`config.mk`:
```
export PLATFORM = sky130hd
export DESIGN_NAME = gate_drive_input_control
export DESIGN_NICKNAME = d
export VERILOG_FILES = /design/src/pin_sync.v /design/src/gate_drive_input_control.v
export VERILOG_INCLUDE_DIRS = /design/src /design/src/src
export SDC_FILE = /design/constraint.sdc
export NUM_CORES = 1
export LEC_CHECK = 0
export BUFFER_PORTS_ARGS = -buffer_cell sky130_fd_sc_hd__buf_2
export CAP_MARGIN = 20
export CORE_ASPECT_RATIO = 1.75
export CORE_UTILIZATION = 49
export CTS_CLUSTER_SIZE = 28
export DETAILED_ROUTE_END_ITERATION = 16
export GPL_ROUTABILITY_DRIVEN = 0
export MAX_ROUTING_LAYER = met4
export PLACE_DENSITY = 0.77
export REMOVE_ABC_BUFFERS = 1
export SETUP_SLACK_MARGIN = 0.5
export SYNTH_ARGS = -nofsm -noshare
export SYNTH_HDL_FRONTEND = slang
export SYNTH_SLANG_ARGS = --single-unit
```
`constraint.sdc`:
```
create_clock -name clk_sys -period 3.6 [get_ports clk_sys]
set_input_delay 0.18 -clock clk_sys [delete_from_list [all_inputs] [get_ports clk_sys]]
set_output_delay 0.18 -clock clk_sys [all_outputs]
set_load 0.005 [all_outputs]
```
`src/gate_drive_defs.vh`:
```
`ifndef GATE_DRIVE_DEFS_VH
`define GATE_DRIVE_DEFS_VH

// =============================================================
// pin synchroniser slots
`define PIN_COUNT         12
`define PIN_DRV0          0
`define PIN_DRV1          1
`define PIN_DRV2          2
`define PIN_PRI_EN        3
`define PIN_PRI_LVL       4
`define PIN_PWM_POS       5
`define PIN_PWM_NEG       6
`define PIN_SEC_EN        7
`define PIN_SEC_LVL       8
`define PIN_SCLK          9
`define PIN_CS_N          10
`define PIN_SDI           11

// =============================================================
// output stages and drive-strength decode
`define STAGE_W           2
`define STAGE_NONE        2'h0
`define STAGE_BOTH        2'h3
`define DRV_SEL_W         3
`define DRV_ALL_HIGH      3'h7

// =============================================================
// serial port framing
`define SPI_FRAME_BITS    16
`define SPI_CNT_W         5
`define SPI_CNT_ZERO      5'h00
`define SPI_CNT_LAST      5'h0f
`define SPI_MSB           15

// =============================================================
// analog comparator
`define ADC_W             10

`endif

```
`src/pin_sync.v`:
```
`timescale 1ns/1ns
// =============================================================
// three-stage synchroniser with agreement filter
module pin_sync #(
    parameter RST_VAL = 1'b0            // level assumed while in reset
) (
    // clock and reset
    input  wire clk_sys,
    input  wire rst_n,
    // pin side
    input  wire pin_in,
    // synchronous side
    output reg  level_reg
);

    reg s1_reg;                         // metastability catcher, read only by s2
    reg s2_reg;                         // second stage
    reg s3_reg;                         // third stage

    // shift chain; a change counts only once stages two and three agree
    always @(posedge clk_sys or negedge rst_n) begin
        if (!rst_n) begin
            s1_reg    <= RST_VAL;
            s2_reg    <= RST_VAL;
            s3_reg    <= RST_VAL;
            level_reg <= RST_VAL;
        end else begin
            s1_reg <= pin_in;
            s2_reg <= s1_reg;
            s3_reg <= s2_reg;
            if (s2_reg == s3_reg) begin
                level_reg <= s3_reg;
            end
        end
    end

endmodule // pin_sync

```
`src/gate_drive_input_control.v`:
```
`timescale 1ns/1ns
`include "gate_drive_defs.vh"
// How it works
// - all drive selects high: gate low, faults cleared
// - drive selects pick pull-up/pull-down stage combination
// - primary override enable: outputs follow override level
// - primary override off: pwm truth table decides
// - both pwm inputs active: guard forces gate low
// - positive pwm high pulls up, low pulls down
// - secondary override: ignore pwm, follow level pin; safe state in analog mode
// - secondary override off: primary pins govern output
// - dual-use pin defaults to secondary override level
// - analog mode: comparator flags above/below threshold fault
// - chip select high: output released, input ignored
// - serial input sampled on falling clock edge
// - serial output changes on rising clock edge
// - alarm low while unmasked comparator fault present
module gate_drive_input_control (
    // clock and reset
    input  wire                  clk_sys,
    input  wire                  resetn,
    // drive-strength select pins
    input  wire                  drive_select_bit0,
    input  wire                  drive_select_bit1,
    input  wire                  drive_select_bit2,
    // primary-side control pins
    input  wire                  primary_override_enable,
    input  wire                  primary_override_level,
    input  wire                  pwm_positive_input,
    input  wire                  pwm_negative_input,
    // secondary-side control pins
    input  wire                  secondary_override_enable,
    input  wire                  secondary_override_level,
    // configuration bits
    input  wire                  safe_state_level_select,
    input  wire                  second_input_analog_mode,
    input  wire                  cmp_above_select,
    input  wire [`ADC_W-1:0]     cmp_threshold,
    input  wire                  fault_mask,
    // digitised sample of the dual-use pin
    input  wire [`ADC_W-1:0]     adc_value,
    input  wire                  adc_valid,
    // gate stage commands
    output reg  [`STAGE_W-1:0]   gate_pullup_outputs,
    output reg  [`STAGE_W-1:0]   gate_pulldown_outputs,
    // fault reporting
    output reg                   first_fault_alarm_output,
    output reg                   cmp_fault_reg,
    output reg                   shoot_through_guard,
    // serial port pins
    input  wire                  spi_sclk,
    input  wire                  spi_cs_n,
    input  wire                  spi_sdi,
    output reg                   spi_sdo,
    output reg                   spi_sdo_oe,
    // serial port user side
    input  wire [`SPI_MSB:0]     spi_tx_word,
    output reg  [`SPI_MSB:0]     spi_rx_word,
    output reg                   spi_rx_strobe
);

    // =============================================================
    // reset release
    reg                   rst_meta_reg;     // first reset stage
    reg                   rst_n_reg;        // synchronised reset for the rest

    // async assert, sync release through two flops
    always @(posedge clk_sys or negedge resetn) begin
        if (!resetn) begin
            rst_meta_reg <= 1'b0;
            rst_n_reg    <= 1'b0;
        end else begin
            rst_meta_reg <= 1'b1;
            rst_n_reg    <= rst_meta_reg;
        end
    end

    // =============================================================
    // pin synchronisers
    wire [`PIN_COUNT-1:0] pin_raw;          // pins in slot order
    wire [`PIN_COUNT-1:0] pin_s;            // filtered synchronous levels

    assign pin_raw = {spi_sdi, spi_cs_n, spi_sclk, secondary_override_level,
                      secondary_override_enable, pwm_negative_input,
                      pwm_positive_input, primary_override_level,
                      primary_override_enable, drive_select_bit2,
                      drive_select_bit1, drive_select_bit0};

    genvar gi;
    generate
        for (gi = 0; gi < `PIN_COUNT; gi = gi + 1) begin : g_sync
            // chip select rests high so no frame is seen out of reset
            pin_sync #(
                .RST_VAL ((gi == `PIN_CS_N) ? 1'b1 : 1'b0)
            ) u_sync (
                .clk_sys   (clk_sys),
                .rst_n     (rst_n_reg),
                .pin_in    (pin_raw[gi]),
                .level_reg (pin_s[gi])
            );
        end
    endgenerate

    // =============================================================
    // decode helpers
    // stage mask for a two-bit select; zero code means both stages
    function [`STAGE_W-1:0] stage_mask;
        input [1:0] sel;
        begin
            if (sel == `STAGE_NONE) begin
                stage_mask = `STAGE_BOTH;
            end else begin
                stage_mask = sel;
            end
        end
    endfunction

    wire [`DRV_SEL_W-1:0] drv_sel;          // synced drive-strength select
    wire                  drv_clear;        // all selects high
    wire [`STAGE_W-1:0]   up_mask;          // pull-up stages in use
    wire [`STAGE_W-1:0]   dn_mask;          // pull-down stages in use

    assign drv_sel   = pin_s[`PIN_DRV2:`PIN_DRV0];
    assign drv_clear = (drv_sel == `DRV_ALL_HIGH);
    // bits 0/1 pick the pull-up stages; bit 2 widens pull-down to both
    assign up_mask   = stage_mask(drv_sel[1:0]);
    assign dn_mask   = drv_sel[2] ? `STAGE_BOTH : up_mask;

    // =============================================================
    // gate level resolution
    reg  gate_on;                           // resolved gate command
    reg  overlap;                           // pwm overlap seen

    // priority: select clear, secondary override, primary override, pwm
    always @* begin
        overlap = pin_s[`PIN_PWM_POS] & pin_s[`PIN_PWM_NEG];
        if (drv_clear) begin
            gate_on = 1'b0;
        end else if (pin_s[`PIN_SEC_EN]) begin
            // pwm ignored; analog mode loses the level pin, so safe state
            if (second_input_analog_mode) begin
                gate_on = safe_state_level_select;
            end else begin
                gate_on = pin_s[`PIN_SEC_LVL];
            end
        end else if (pin_s[`PIN_PRI_EN]) begin
            gate_on = pin_s[`PIN_PRI_LVL];
        end else if (overlap) begin
            gate_on = 1'b0;
        end else begin
            gate_on = pin_s[`PIN_PWM_POS];
        end
    end

    // registered stage commands; pull-up and pull-down never both active
    always @(posedge clk_sys or negedge rst_n_reg) begin
        if (!rst_n_reg) begin
            gate_pullup_outputs   <= `STAGE_NONE;
            gate_pulldown_outputs <= `STAGE_BOTH;
            shoot_through_guard   <= 1'b0;
        end else begin
            if (gate_on) begin
                gate_pullup_outputs   <= up_mask;
                gate_pulldown_outputs <= `STAGE_NONE;
            end else begin
                gate_pullup_outputs   <= `STAGE_NONE;
                gate_pulldown_outputs <= drv_clear ? `STAGE_BOTH : dn_mask;
            end
            // guard flag only when the pwm path is in charge; the all-high
            // select outranks pwm, so an overlap under it is not reported
            shoot_through_guard <= overlap & ~pin_s[`PIN_SEC_EN]
                                   & ~pin_s[`PIN_PRI_EN] & ~drv_clear;
        end
    end

    // =============================================================
    // comparator fault and alarm
    wire cmp_trip;                          // threshold crossed this sample

    assign cmp_trip = second_input_analog_mode & adc_valid &
                      (cmp_above_select ? (adc_value > cmp_threshold)
                                        : (adc_value < cmp_threshold));

    // sticky fault; a trip in the clearing cycle still sets it
    always @(posedge clk_sys or negedge rst_n_reg) begin
        if (!rst_n_reg) begin
            cmp_fault_reg            <= 1'b0;
            first_fault_alarm_output <= 1'b1;
        end else begin
            if (cmp_trip) begin
                cmp_fault_reg <= 1'b1;
            end else if (drv_clear) begin
                cmp_fault_reg <= 1'b0;
            end
            // alarm tracks the fault as it stands, one cycle later
            first_fault_alarm_output <= ~(cmp_fault_reg & ~fault_mask);
        end
    end

    // =============================================================
    // serial port
    reg                   sclk_d_reg;       // previous filtered clock level
    reg                   cs_d_reg;         // previous filtered select level
    reg  [`SPI_MSB:0]     rx_sh_reg;        // receive shifter
    reg  [`SPI_MSB:0]     tx_sh_reg;        // transmit shifter
    reg  [`SPI_CNT_W-1:0] bit_cnt_reg;      // bits taken this frame
    wire                  cs_act;           // frame in progress
    wire                  sclk_fall;        // falling clock edge
    wire                  sclk_rise;        // rising clock edge
    wire                  cs_start;         // select just went low

    assign cs_act    = ~pin_s[`PIN_CS_N];
    assign sclk_fall = sclk_d_reg & ~pin_s[`PIN_SCLK];
    assign sclk_rise = ~sclk_d_reg & pin_s[`PIN_SCLK];
    assign cs_start  = cs_d_reg & cs_act;

    // shift engine; the host holding select low frames each word
    always @(posedge clk_sys or negedge rst_n_reg) begin
        if (!rst_n_reg) begin
            sclk_d_reg    <= 1'b0;
            cs_d_reg      <= 1'b1;
            rx_sh_reg     <= {`SPI_FRAME_BITS{1'b0}};
            tx_sh_reg     <= {`SPI_FRAME_BITS{1'b0}};
            bit_cnt_reg   <= `SPI_CNT_ZERO;
            spi_rx_word   <= {`SPI_FRAME_BITS{1'b0}};
            spi_rx_strobe <= 1'b0;
            spi_sdo       <= 1'b0;
            spi_sdo_oe    <= 1'b0;
        end else begin
            sclk_d_reg    <= pin_s[`PIN_SCLK];
            cs_d_reg      <= pin_s[`PIN_CS_N];
            spi_rx_strobe <= 1'b0;
            spi_sdo_oe    <= cs_act;
            if (!cs_act) begin
                // deselected: data input ignored, count rearmed
                bit_cnt_reg <= `SPI_CNT_ZERO;
            end else if (cs_start) begin
                // first bit must be ready before the first falling edge
                tx_sh_reg   <= {spi_tx_word[`SPI_MSB-1:0], 1'b0};
                spi_sdo     <= spi_tx_word[`SPI_MSB];
                bit_cnt_reg <= `SPI_CNT_ZERO;
            end else begin
                if (sclk_fall) begin
                    rx_sh_reg <= {rx_sh_reg[`SPI_MSB-1:0], pin_s[`PIN_SDI]};
                    if (bit_cnt_reg == `SPI_CNT_LAST) begin
                        spi_rx_word   <= {rx_sh_reg[`SPI_MSB-1:0], pin_s[`PIN_SDI]};
                        spi_rx_strobe <= 1'b1;
                        bit_cnt_reg   <= `SPI_CNT_ZERO;
                    end else begin
                        bit_cnt_reg <= bit_cnt_reg + 1'b1;
                    end
                end
                // rising edge after a sampled bit presents the next one
                if (sclk_rise && (bit_cnt_reg != `SPI_CNT_ZERO)) begin
                    spi_sdo   <= tx_sh_reg[`SPI_MSB];
                    tx_sh_reg <= {tx_sh_reg[`SPI_MSB-1:0], 1'b0};
                end
            end
        end
    end

endmodule // gate_drive_input_control

```
==> results.md, run 1 <==
* Die height at about 120 µm
* Power Total at approximately 3.3 mW
* Post-layout minimum cycle time at between 2 and 2.5 ns
* Startpoint type of the worst setup path: register
* Worst vdd ir at between 300 and 400 µV
* Clk_lat worst skew at roughly 0.41 ns
* Core Area at between 8000 and 9000 µm²
* Clock transition at the registers of the reported paths at ~0.050 ns
* Vias after detailed routing at between 2000 and 3000
* Max clock buf depth at 2
* Cts bufs inserted at 17
* Port-buffer cells at 80
* Outcome: finished, final reports clean
* Root buf cell: clkbuf_16
* Worst path arrival time at roughly 2.4 ns
* Vias in the first global route at 2849
* Unique masters post-synth at 42
* Critical Setup Path Class: register to register
* HPWL after DPL at roughly 4.6 mm
* N_diodes at 0
* Vias per Instance at between 4 and 5
* Worst setup EP type: register
* # IOs at between 80 and 90
* Sink Count at between 100 and 150
* Final Instance Area at 5512 µm²
* Post-synthesis cell count at approximately 290
* Endpoints failing setup at 0
* Syn Std Cell Area at ~4200 µm²
* Largest stage delay on the critical path at roughly 0.77 ns
* Pre-antenna DRT Iters at 7
* Period utilization at approximately three fifths
* Sequential share of the synthesized area at about two thirds
* Initial Utilization at around half
* Final nets at about 470
* Remaining routing DRC violations at 0
* Post-Route Skew at around 0.0077 ns
* Final Max Slew Viols at 0
* Postcts setup bufs at 0
* Least-Margin Pin Slew at between 0.8 and 0.9 ns
* DP Area at 4702 µm²
* Worst slew margin at a little over two fifths
* Crit-path slowest cell: nor3_4
* Power Dens Cells at slightly below 600 nW/µm²
* Pin count of the biggest net entering global routing at 48
* Die Footprint at ~9000 µm²
* Max Fclk at roughly 470 MHz
* MaxCap Viol Count at 0
* Commonest non-fill, non-tap cell in the layout: dfrtp_1
* Final hold violation count at 0
* Crit path required time at 3.88 ns
* Chip width at 72.06 µm
* Yosys reg bits at around 110
* Layout cells sized above 1 at a little under two fifths
* Hold Crit Class: input pin to register
* Lkg Pwr at roughly 2.8 nW
* FP Rows at 44
* Final WL at 7.241 mm
* Global-route wire length before repair at about 13 mm
* Most frequent cells in the layout: dfrtp_1, buf_2, inv_1, mux2_2, dlygate4sd3_1
* CP max FO at 17
* Area growth syn-to-layout at 30.95%
* Syn_area_per_cell at around 15 µm²
* Grt total ovfl at 0
* Family with the most delay on the worst path: simple AND/OR/NAND/NOR gates
* Critical path, cell by cell: ha_1, nand4b_1, nor3_4, mux2_2
* WP buf/inv at 0
* Final Util at between 60% and 70%
* RSZ-0062 raised after global routing: false
* Ys Warns at 0
* # H-tree levels at 4
* CTS tree: yes
* Initial antenna violation count at 0
* Setup TNS at 0 ns
* DRT iter0 DRCs at 150
* Total global-route track usage at around a fifth
* Max reg flops at 16
* DR WL/cell at 13.56 µm
* Final ANT Viol Nets at 0
[metrics by stage]
step	setup slack (ns)	std cells	hold slack, ns
final	1.454	534	0.01560
after global routing	1.308	534	0.01867
after CTS	1.470	534	0.001084
after detailed placement	1.469	476	-0.03276
after global placement	1.570	476	-0.03569
after floorplan	0.2329	279	-0.1156
[worst min-delay path: cells and delay by family]
kind,cells,cell delay (ns)
buffers and inverters,2,0.12
AO/OA/AOI/OAI,1,0.08
[cell type report]
cell class / count / area (µm²)
Tap cell: 115 / 143.9
Clock buffer: 26 / 519.2
Clock inverter: 6 / 30.03
Sequential cell: 113 / 2841
Inverter: 30 / 112.6
Timing Repair Buffer: 108 / 675.6
Fill cell: 610 / 2801
Multi-Input combinational cell: 136 / 1189
[metal layers]
metal	up-vias	track usage [%]	routed length, µm
li1	1248	-	-
met1	1298	22.09	2976
met2	86	29.19	3755
met3	18	5.906	309
met4	0	11.65	199
met5	-	-	0
[synth_stat cells, drive strengths merged]
cell	count	area (µm²)
dfrtp	105	2628
mux2	31	349.1
inv	30	112.6
a222oi	15	150.1
ha	12	150.1
maj3	12	120.1
nor2	11	46.29
a21oi	10	50.05
nand2	9	33.78
dfstp	8	210.2
buf	5	42.53
nand3	4	25.02
o21ai	3	15.01
a31oi	2	27.53
and4	2	17.52
clkbuf	2	27.53
nand2b	2	12.51
nand4	2	12.51
nor2b	2	12.51
o211ai	2	15.01
o21a	2	15.01
or4b	2	23.77
a22o	1	8.760
a311oi	1	8.760
a31o	1	8.760
a41oi	1	8.760
and2	1	6.260
and2b	1	8.760
conb	1	3.750
mux2i	1	10.01
nand4b	1	8.760
nor3	1	16.27
o31a	1	8.760
or2	1	6.260
xor2	1	8.760
[repair_timing]
item	CTS	global route
hold buffers	26	0
setup endpoints to repair	0	0
hold endpoints to repair	27	0
resized for setup	0	0
[cells by family (layout without fill, tap and decap cells)]
kind of cell / after synthesis / after routing / share of synthesized area, %
simple gates: 39 / 39 / 5.470
compound gates: 39 / 39 / 7.521
mux: 32 / 32 / 8.531
buf+inv: 37 / 170 / 4.340
fa+ha+maj: 24 / 24 / 6.421
xor+xnor: 1 / 1 / 0.2081
other cells: 1 / 1 / 0.08909
flops: 113 / 113 / 67.42
[power breakdown]
part           switching (mW)  total (mW)  internal (mW)
combinational           0.118       0.269          0.151
sequential             0.0872        1.49           1.41
clock                   0.515        1.49          0.978
total                   0.721        3.26           2.54
[path summary, 6_finish.rpt]
kind                                             from                            endpoint  slack, ns  cells past startpoint
setup / recovery           bit_cnt_reg[0]$_DFFE_PN0P_          spi_rx_word[3]$_DFFE_PN0P_       1.45                      4
hold / removal                        spi_tx_word[15]                 spi_sdo$_DFFE_PN0P_       0.02                      3
setup reg to reg           bit_cnt_reg[0]$_DFFE_PN0P_          spi_rx_word[3]$_DFFE_PN0P_       1.45                      4
hold reg to reg                   rst_n_reg$_DFF_PN0_   g_sync[7].u_sync.s1_reg$_DFF_PN0_       0.33                      0
max in group asynchronous         rst_n_reg$_DFF_PN0_  g_sync[10].u_sync.s1_reg$_DFF_PN1_       2.37                      1
min in group asynchronous                      resetn              rst_meta_reg$_DFF_PN0_       0.09                      2
Power figures use the tool's default switching activity.
==> run 2: changes to the inputs <==
CORE_UTILIZATION = 54   (was 49)
PLACE_DENSITY = 0.8   (was 0.77)
clock period = 2.2 ns   (was 3.6 ns; I/O delays follow)
==> results.md, run 2 (same netlist as run 1, synthesis figures left out) <==
* Outcome: finished, final reports clean (unchanged)
* Critical path, cell by cell: inv_2, ha_4, or4b_4, nand3_4, nor2_4, a222oi_1, inv_1 (was ha_1, nand4b_1, nor3_4, mux2_2)
* Max clock buf depth at 2 (unchanged)
* Final Max Slew Viols at 0 (unchanged)
* Vias after detailed routing at 2857 (was 2650)
* Worst setup EP type: register (unchanged)
* MaxCap Viol Count at 0 (unchanged)
* Lkg Pwr at 2.930 nW (was 2.765 nW)
* Fillers at 456 (was 610)
* Period utilization at 89.61% (was 59.61%)
* Core Area at 7567 µm² (was 8313 µm²)
* Power Dens Cells at 931.9 nW/µm² (was 591.0 nW/µm²)
* Vias per Instance at 5.350 (was 4.963)
* Pin count of the biggest net entering global routing at 62 (was 48)
* Port-buffer cells at 80 (unchanged)
* Dpl cells at 450 (was 476)
* Area growth syn-to-layout at 39.63% (was 30.95%)
* Final Instance Area at 5877 µm² (was 5512 µm²)
* # IOs at 81 (unchanged)
* Startpoint type of the worst setup path: register (unchanged)
* Area of the multi-input gates at 1269 µm² (was 1189 µm²)
* DRT iter0 DRCs at 264 (was 150)
* Die height at 118.8 µm (was 124.6 µm)
* Most frequent cells in the layout: dfrtp_1, buf_2, dlygate4sd3_1, inv_1, mux2_2 (was dfrtp_1, buf_2, inv_1, mux2_2, dlygate4sd3_1)
* RSZ-0062 raised after global routing: true (was false)
* Crit-path slowest cell: or4b_4 (was nor3_4)
* Worst path arrival time at 2.23 ns (was 2.43 ns)
* Root buf cell: clkbuf_16 (unchanged)
* Worst vdd ir at 648.4 µV (was 377.0 µV)
* Global-route wire length before repair at 13.65 mm (was 12.71 mm)
* Clk_lat worst skew at 0.40 ns (was 0.41 ns)
* Finished Layout Cells at 534 (unchanged)
* Endpoints failing setup at 0 (unchanged)
* Reg area at 2841 µm² (unchanged)
* Die Footprint at 8166 µm² (was 8979 µm²)
* Post-Route Skew at 0.007686 ns (was 0.007671 ns)
* Clock transition at the registers of the reported paths at 0.05 ns (about the same)
* HPWL after DPL at 4.681 mm (was 4.567 mm)
* Remaining routing DRC violations at 0 (unchanged)
* Total global-route track usage at 23.94% (was 19.26%)
* Final nets at 500 (was 473)
* Initial Utilization at 55.62% (was 50.63%)
* Post-layout minimum cycle time at 1.971 ns (was 2.146 ns)
* CP max FO at 6 (was 17)
* Cts bufs inserted at 17 (unchanged)
* WP buf/inv at 2 (was 0)
* Critical Setup Path Class: register to register (unchanged)
* Commonest non-fill, non-tap cell in the layout: dfrtp_1 (unchanged)
* CTS tree: yes (unchanged)
* Crit path required time at 2.46 ns (was 3.88 ns)
* Final WL at 8.467 mm (was 7.241 mm)
* Chip width at 68.74 µm (was 72.06 µm)
* FP Rows at 42 (was 44)
* Max Fclk at 507.2 MHz (was 466.0 MHz)
* Final ANT Viol Nets at 0 (unchanged)
* Layout cells sized above 1 at 41.70% (was 37.71%)
* Max reg flops at 16 (unchanged)
* Sink Count at 113 (unchanged)
* Hold Crit Class: input pin to async pin (was input pin to register)
* Pre-antenna DRT Iters at 8 (was 7)
* Grt total ovfl at 0 (unchanged)
* Largest stage delay on the critical path at 0.48 ns (was 0.77 ns)
* DR WL/cell at 15.86 µm (was 13.56 µm)
* DP Area at 4688 µm² (was 4702 µm²)
* Initial antenna violation count at 0 (unchanged)
* Vias in the first global route at 3101 (was 2849)
* Setup TNS at 0 ns (unchanged)
* N_diodes at 0 (unchanged)
* # H-tree levels at 4 (unchanged)
* Family with the most delay on the worst path: simple AND/OR/NAND/NOR gates (unchanged)
* Final hold violation count at 0 (unchanged)
==> run 2: cell types whose count changed in the layout (fill, tap and decap cells not counted), moves of 4 or more <==
cell           change
buf_12             +4
buf_4             +11
buf_6              +5
dlygate4sd3_1      +4
mux2_2             -4
mux2_4             +6
==> run 2: worst paths after layout <==
check | slack (ns) | to | depth (start not counted) | from
worst min register to register | 0.27 | g_sync[8].u_sync.level_reg$_DFFE_PN0N_ | 0 | rst_n_reg$_DFF_PN0_
worst max-delay path | 0.23 | tx_sh_reg[13]$_DFFE_PN0P_ | 7 | bit_cnt_reg[1]$_DFFE_PN0P_
min in group clk_sys | 0.04 | cmp_fault_reg$_DFFE_PN0P_ | 3 | cmp_above_select
max in group asynchronous | 1.22 | g_sync[10].u_sync.level_reg$_DFFE_PN1N_ | 1 | rst_n_reg$_DFF_PN0_
worst max register to register | 0.23 | tx_sh_reg[13]$_DFFE_PN0P_ | 7 | bit_cnt_reg[1]$_DFFE_PN0P_
worst min-delay path | 0.02 | rst_n_reg$_DFF_PN0_ | 2 | resetn
==> run 2: layout make-up <==
type	count	share of cell area (%)
repair buffers	134	16.84
well taps	88	1.874
clock inverters	6	0.9368
multi-input cells	137	21.59
flip-flops and latches	113	48.35
clock buffers	26	8.495
inverters	30	1.916
==> run 2: report_power, final <==
part	switching [mW]	internal, mW	total (mW)
logic	0.231	0.299	0.530
clock network	0.841	1.66	2.50
registers	0.145	2.30	2.45
total	1.22	4.26	5.48
==> run 2: worst reg2reg max path: cells and delay by family (launching register included) <==
kind                     cells  cell delay [ns]
flip-flops                   1             0.39
buffers and inverters        2             0.18
AND/OR/NAND/NOR              3             0.68
AO/OA/AOI/OAI                1             0.45
adder cells (fa/ha/maj)      1             0.12
==> run 2: per-stage QoR <==
stage	worst slack [ns]	power [mW]	util, %	hold slack, ns
2_1_floorplan	-1.167	2.708	-	-0.1856
3_3_place_gp	0.3234	2.856	61.95	-0.1053
3_5_place_dp	0.2332	2.886	61.95	-0.1028
4_1_cts	0.3388	5.496	76.17	0.005085
5_1_grt	0.2080	5.711	77.66	0.02383
6_report	0.2285	5.477	77.66	0.01872
==> run 2: what timing repair did <==
action,CTS,global route
endpoints found under the setup margin,47,32
hold buffers,30,0
gates cloned,3,0
gates resized for setup,13,16
pin swaps,7,16
endpoints found under the hold margin,31,0
buffers inserted,13,6
==> run 2: metal layers <==
metal,share of wire [%],track usage [%],up-vias
met3,4.2,6.757,31
met5,0,-,-
met1,38,25.05,1409
li1,-,-,1313
met4,2.7,13.27,0
met2,55,38.97,104
==> run 3: changes to the inputs <==
RECOVER_POWER = 100   (was default)
==> results.md, run 3 (same netlist as run 1, synthesis figures left out) <==
* Pre-CTS WS at 0.2332 ns (unchanged)
* CP max FO at 8 (was 6)
* Max clock buf depth at 2 (unchanged)
* Crit-path slowest cell: or4b_4 (unchanged)
* Family with the most delay on the worst path: buffers and inverters (was simple AND/OR/NAND/NOR gates)
* Remaining routing DRC violations at 0 (unchanged)
* Post-layout minimum cycle time at 1.988 ns (was 1.971 ns)
* Area of the multi-input gates at 1217 µm² (was 1269 µm²)
* Pre-antenna DRT Iters at 8 (unchanged)
* Final ANT Viol Nets at 0 (unchanged)
* Grt total ovfl at 0 (unchanged)
* Chip width at 68.74 µm (unchanged)
* HPWL after DPL at 4.681 mm (unchanged)
* RSZ-0062 raised after global routing: true (unchanged)
* Reg-to-reg endpoint: tx_sh_reg[13]$_DFFE_PN0P_ (unchanged)
* Critical path, cell by cell: inv_2, ha_1, or4b_4, buf_6, a31oi_4, clkbuf_1, buf_16, a222oi_1, inv_1 (was inv_2, ha_4, or4b_4, nand3_4, nor2_4, a222oi_1, inv_1)
* DRT iter0 DRCs at 249 (was 264)
* N_diodes at 0 (unchanged)
* Die height at 118.8 µm (unchanged)
* Period utilization at 90.37% (was 89.61%)
* Max Fclk at 503.0 MHz (was 507.2 MHz)
* Startpoint type of the worst setup path: register (unchanged)
* Finished Layout Cells at 534 (unchanged)
* MaxCap Viol Count at 0 (unchanged)
* Reg area at 2838 µm² (was 2841 µm²)
* Worst vdd ir at 654.1 µV (was 648.4 µV)
* Outcome: finished, final reports clean (unchanged)
* Total global-route track usage at 23.94% (unchanged)
* Final Max Slew Viols at 0 (unchanged)
* Clock transition at the registers of the reported paths at 0.05 ns (about the same)
* Hold Crit Class: input pin to async pin (unchanged)
* Setup TNS at 0 ns (unchanged)
* # H-tree levels at 4 (unchanged)
* Critical Setup Path Class: register to register (unchanged)
* Power Dens Cells at 943.7 nW/µm² (was 931.9 nW/µm²)
* Final nets at 500 (unchanged)
* Global-route wire length before repair at 13.65 mm (unchanged)
* Pin count of the biggest net entering global routing at 62 (unchanged)
* Worst slew margin at ~14%
* Final Worst Setup Slack at 0.2120 ns (was 0.2285 ns)
* FP Rows at 42 (unchanged)
* Endpoints failing setup at 0 (unchanged)
* Final hold violation count at 0 (unchanged)
* Vias in the first global route at 3101 (unchanged)
* CTS tree: yes (unchanged)
* Post-Route Skew at 0.007333 ns (was 0.007686 ns)
* Commonest non-fill, non-tap cell in the layout: dfrtp_1 (unchanged)
* Layout cells sized above 1 at 35.65% (was 41.70%)
* Fillers at 482 (was 456)
* Dpl cells at 450 (unchanged)
* Worst path arrival time at 2.32 ns (was 2.23 ns)
* Crit path required time at 2.53 ns (was 2.46 ns)
* Final WL at 8.415 mm (was 8.467 mm)
* Lkg Pwr at 2.860 nW (was 2.930 nW)
* DR WL/cell at 15.76 µm (was 15.86 µm)
* Core Area at 7567 µm² (unchanged)
* Worst setup EP type: register (unchanged)
* Die Footprint at 8166 µm² (unchanged)
* Initial antenna violation count at 0 (unchanged)
* Port-buffer cells at 80 (unchanged)
* # IOs at 81 (unchanged)
* Reg2Reg Depth at 9 (was 7)
* Cts bufs inserted at 17 (unchanged)
* Root buf cell: clkbuf_16 (unchanged)
* Vias per Instance at 5.352 (was 5.350)
* Initial Utilization at 55.62% (unchanged)
* Largest stage delay on the critical path at 0.49 ns (was 0.48 ns)
* Clk_lat worst skew at 0.40 ns (about the same)
* Least-Margin Pin Slew at about 1.3 ns
* Vias after detailed routing at 2858 (was 2857)
* Most frequent cells in the layout: dfrtp_1, buf_2, dlygate4sd3_1, inv_1, mux2_2 (unchanged)
* Sink Count at 113 (unchanged)
* Max reg flops at 16 (unchanged)
* Area growth syn-to-layout at 37.22% (was 39.63%)
* R2r startpoint: bit_cnt_reg[1]$_DFFE_PN0P_ (unchanged)
* FF-to-FF setup slack at 0.21 ns (was 0.23 ns)
* WP buf/inv at 5 (was 2)
-- run 3: cell count changes in the layout (fill, tap and decap cells not counted), sizes merged --
| cell | previous run | this run |
|---|---|---|
| buf | 104 | 83 |
| clkbuf | 26 | 47 |
-- run 3: how the worst max path moves through the flow --
| stage | startpoint | to | slack (ns) | cells after the start |
|---|---|---|---|---|
| after floorplan | rst_n_reg$_DFF_PN0_ | bit_cnt_reg[0]$_DFFE_PN0P_ | -1.17 | 0 |
| after global placement | g_sync[10].u_sync.level_reg$_DFFE_PN1N_ | rx_sh_reg[0]$_DFFE_PN0P_ | 0.32 | 3 |
| after detailed placement | g_sync[10].u_sync.level_reg$_DFFE_PN1N_ | rx_sh_reg[12]$_DFFE_PN0P_ | 0.23 | 3 |
| after CTS | bit_cnt_reg[0]$_DFFE_PN0P_ | tx_sh_reg[4]$_DFFE_PN0P_ | 0.34 | 7 |
| after global routing | bit_cnt_reg[0]$_DFFE_PN0P_ | tx_sh_reg[13]$_DFFE_PN0P_ | 0.15 | 7 |
| final | bit_cnt_reg[1]$_DFFE_PN0P_ | tx_sh_reg[13]$_DFFE_PN0P_ | 0.21 | 9 |
-- run 3: cell type report --
type                            instances  area share [%]
Sequential cell                       113           49.13
Multi-Input combinational cell        137           21.08
Timing Repair Buffer                  134           16.33
Clock buffer                           26           8.644
Inverter                               30           1.950
Tap cell                               88           1.906
Clock inverter                          6          0.9532
-- run 3: what timing repair did --
action / CTS / global route
gates cloned: 3 / 0
endpoints found under the hold margin: 31 / 0
setup endpoints to repair: 47 / 32
resized for setup: 13 / 16
buffers inserted: 13 / 6
hold buffers: 30 / 0
pin swaps: 7 / 16
-- run 3: layer usage --
layer,track usage (%),wire length [µm]
met3,6.757,419
met1,25.05,3115
met4,13.27,216
met5,-,0
met2,38.97,4663
-- run 3: metrics by stage --
stage | power (mW) | hold WS [ns] | utilization, % | area [µm²]
global placement | 2.856 | -0.1053 | 61.95 | 4688
floorplan | 2.708 | -0.1856 | - | 4139
finish | 5.451 | 0.02017 | 76.32 | 5776
detailed placement | 2.886 | -0.1028 | 61.95 | 4688
global route | 5.685 | 0.03153 | 76.32 | 5776
CTS | 5.496 | 0.005085 | 76.17 | 5764
-- run 3: power by group --
part	total, mW	switching [mW]	internal [mW]
Sequential	2.45	0.144	2.30
Combinational	0.505	0.224	0.281
Clock	2.50	0.843	1.66
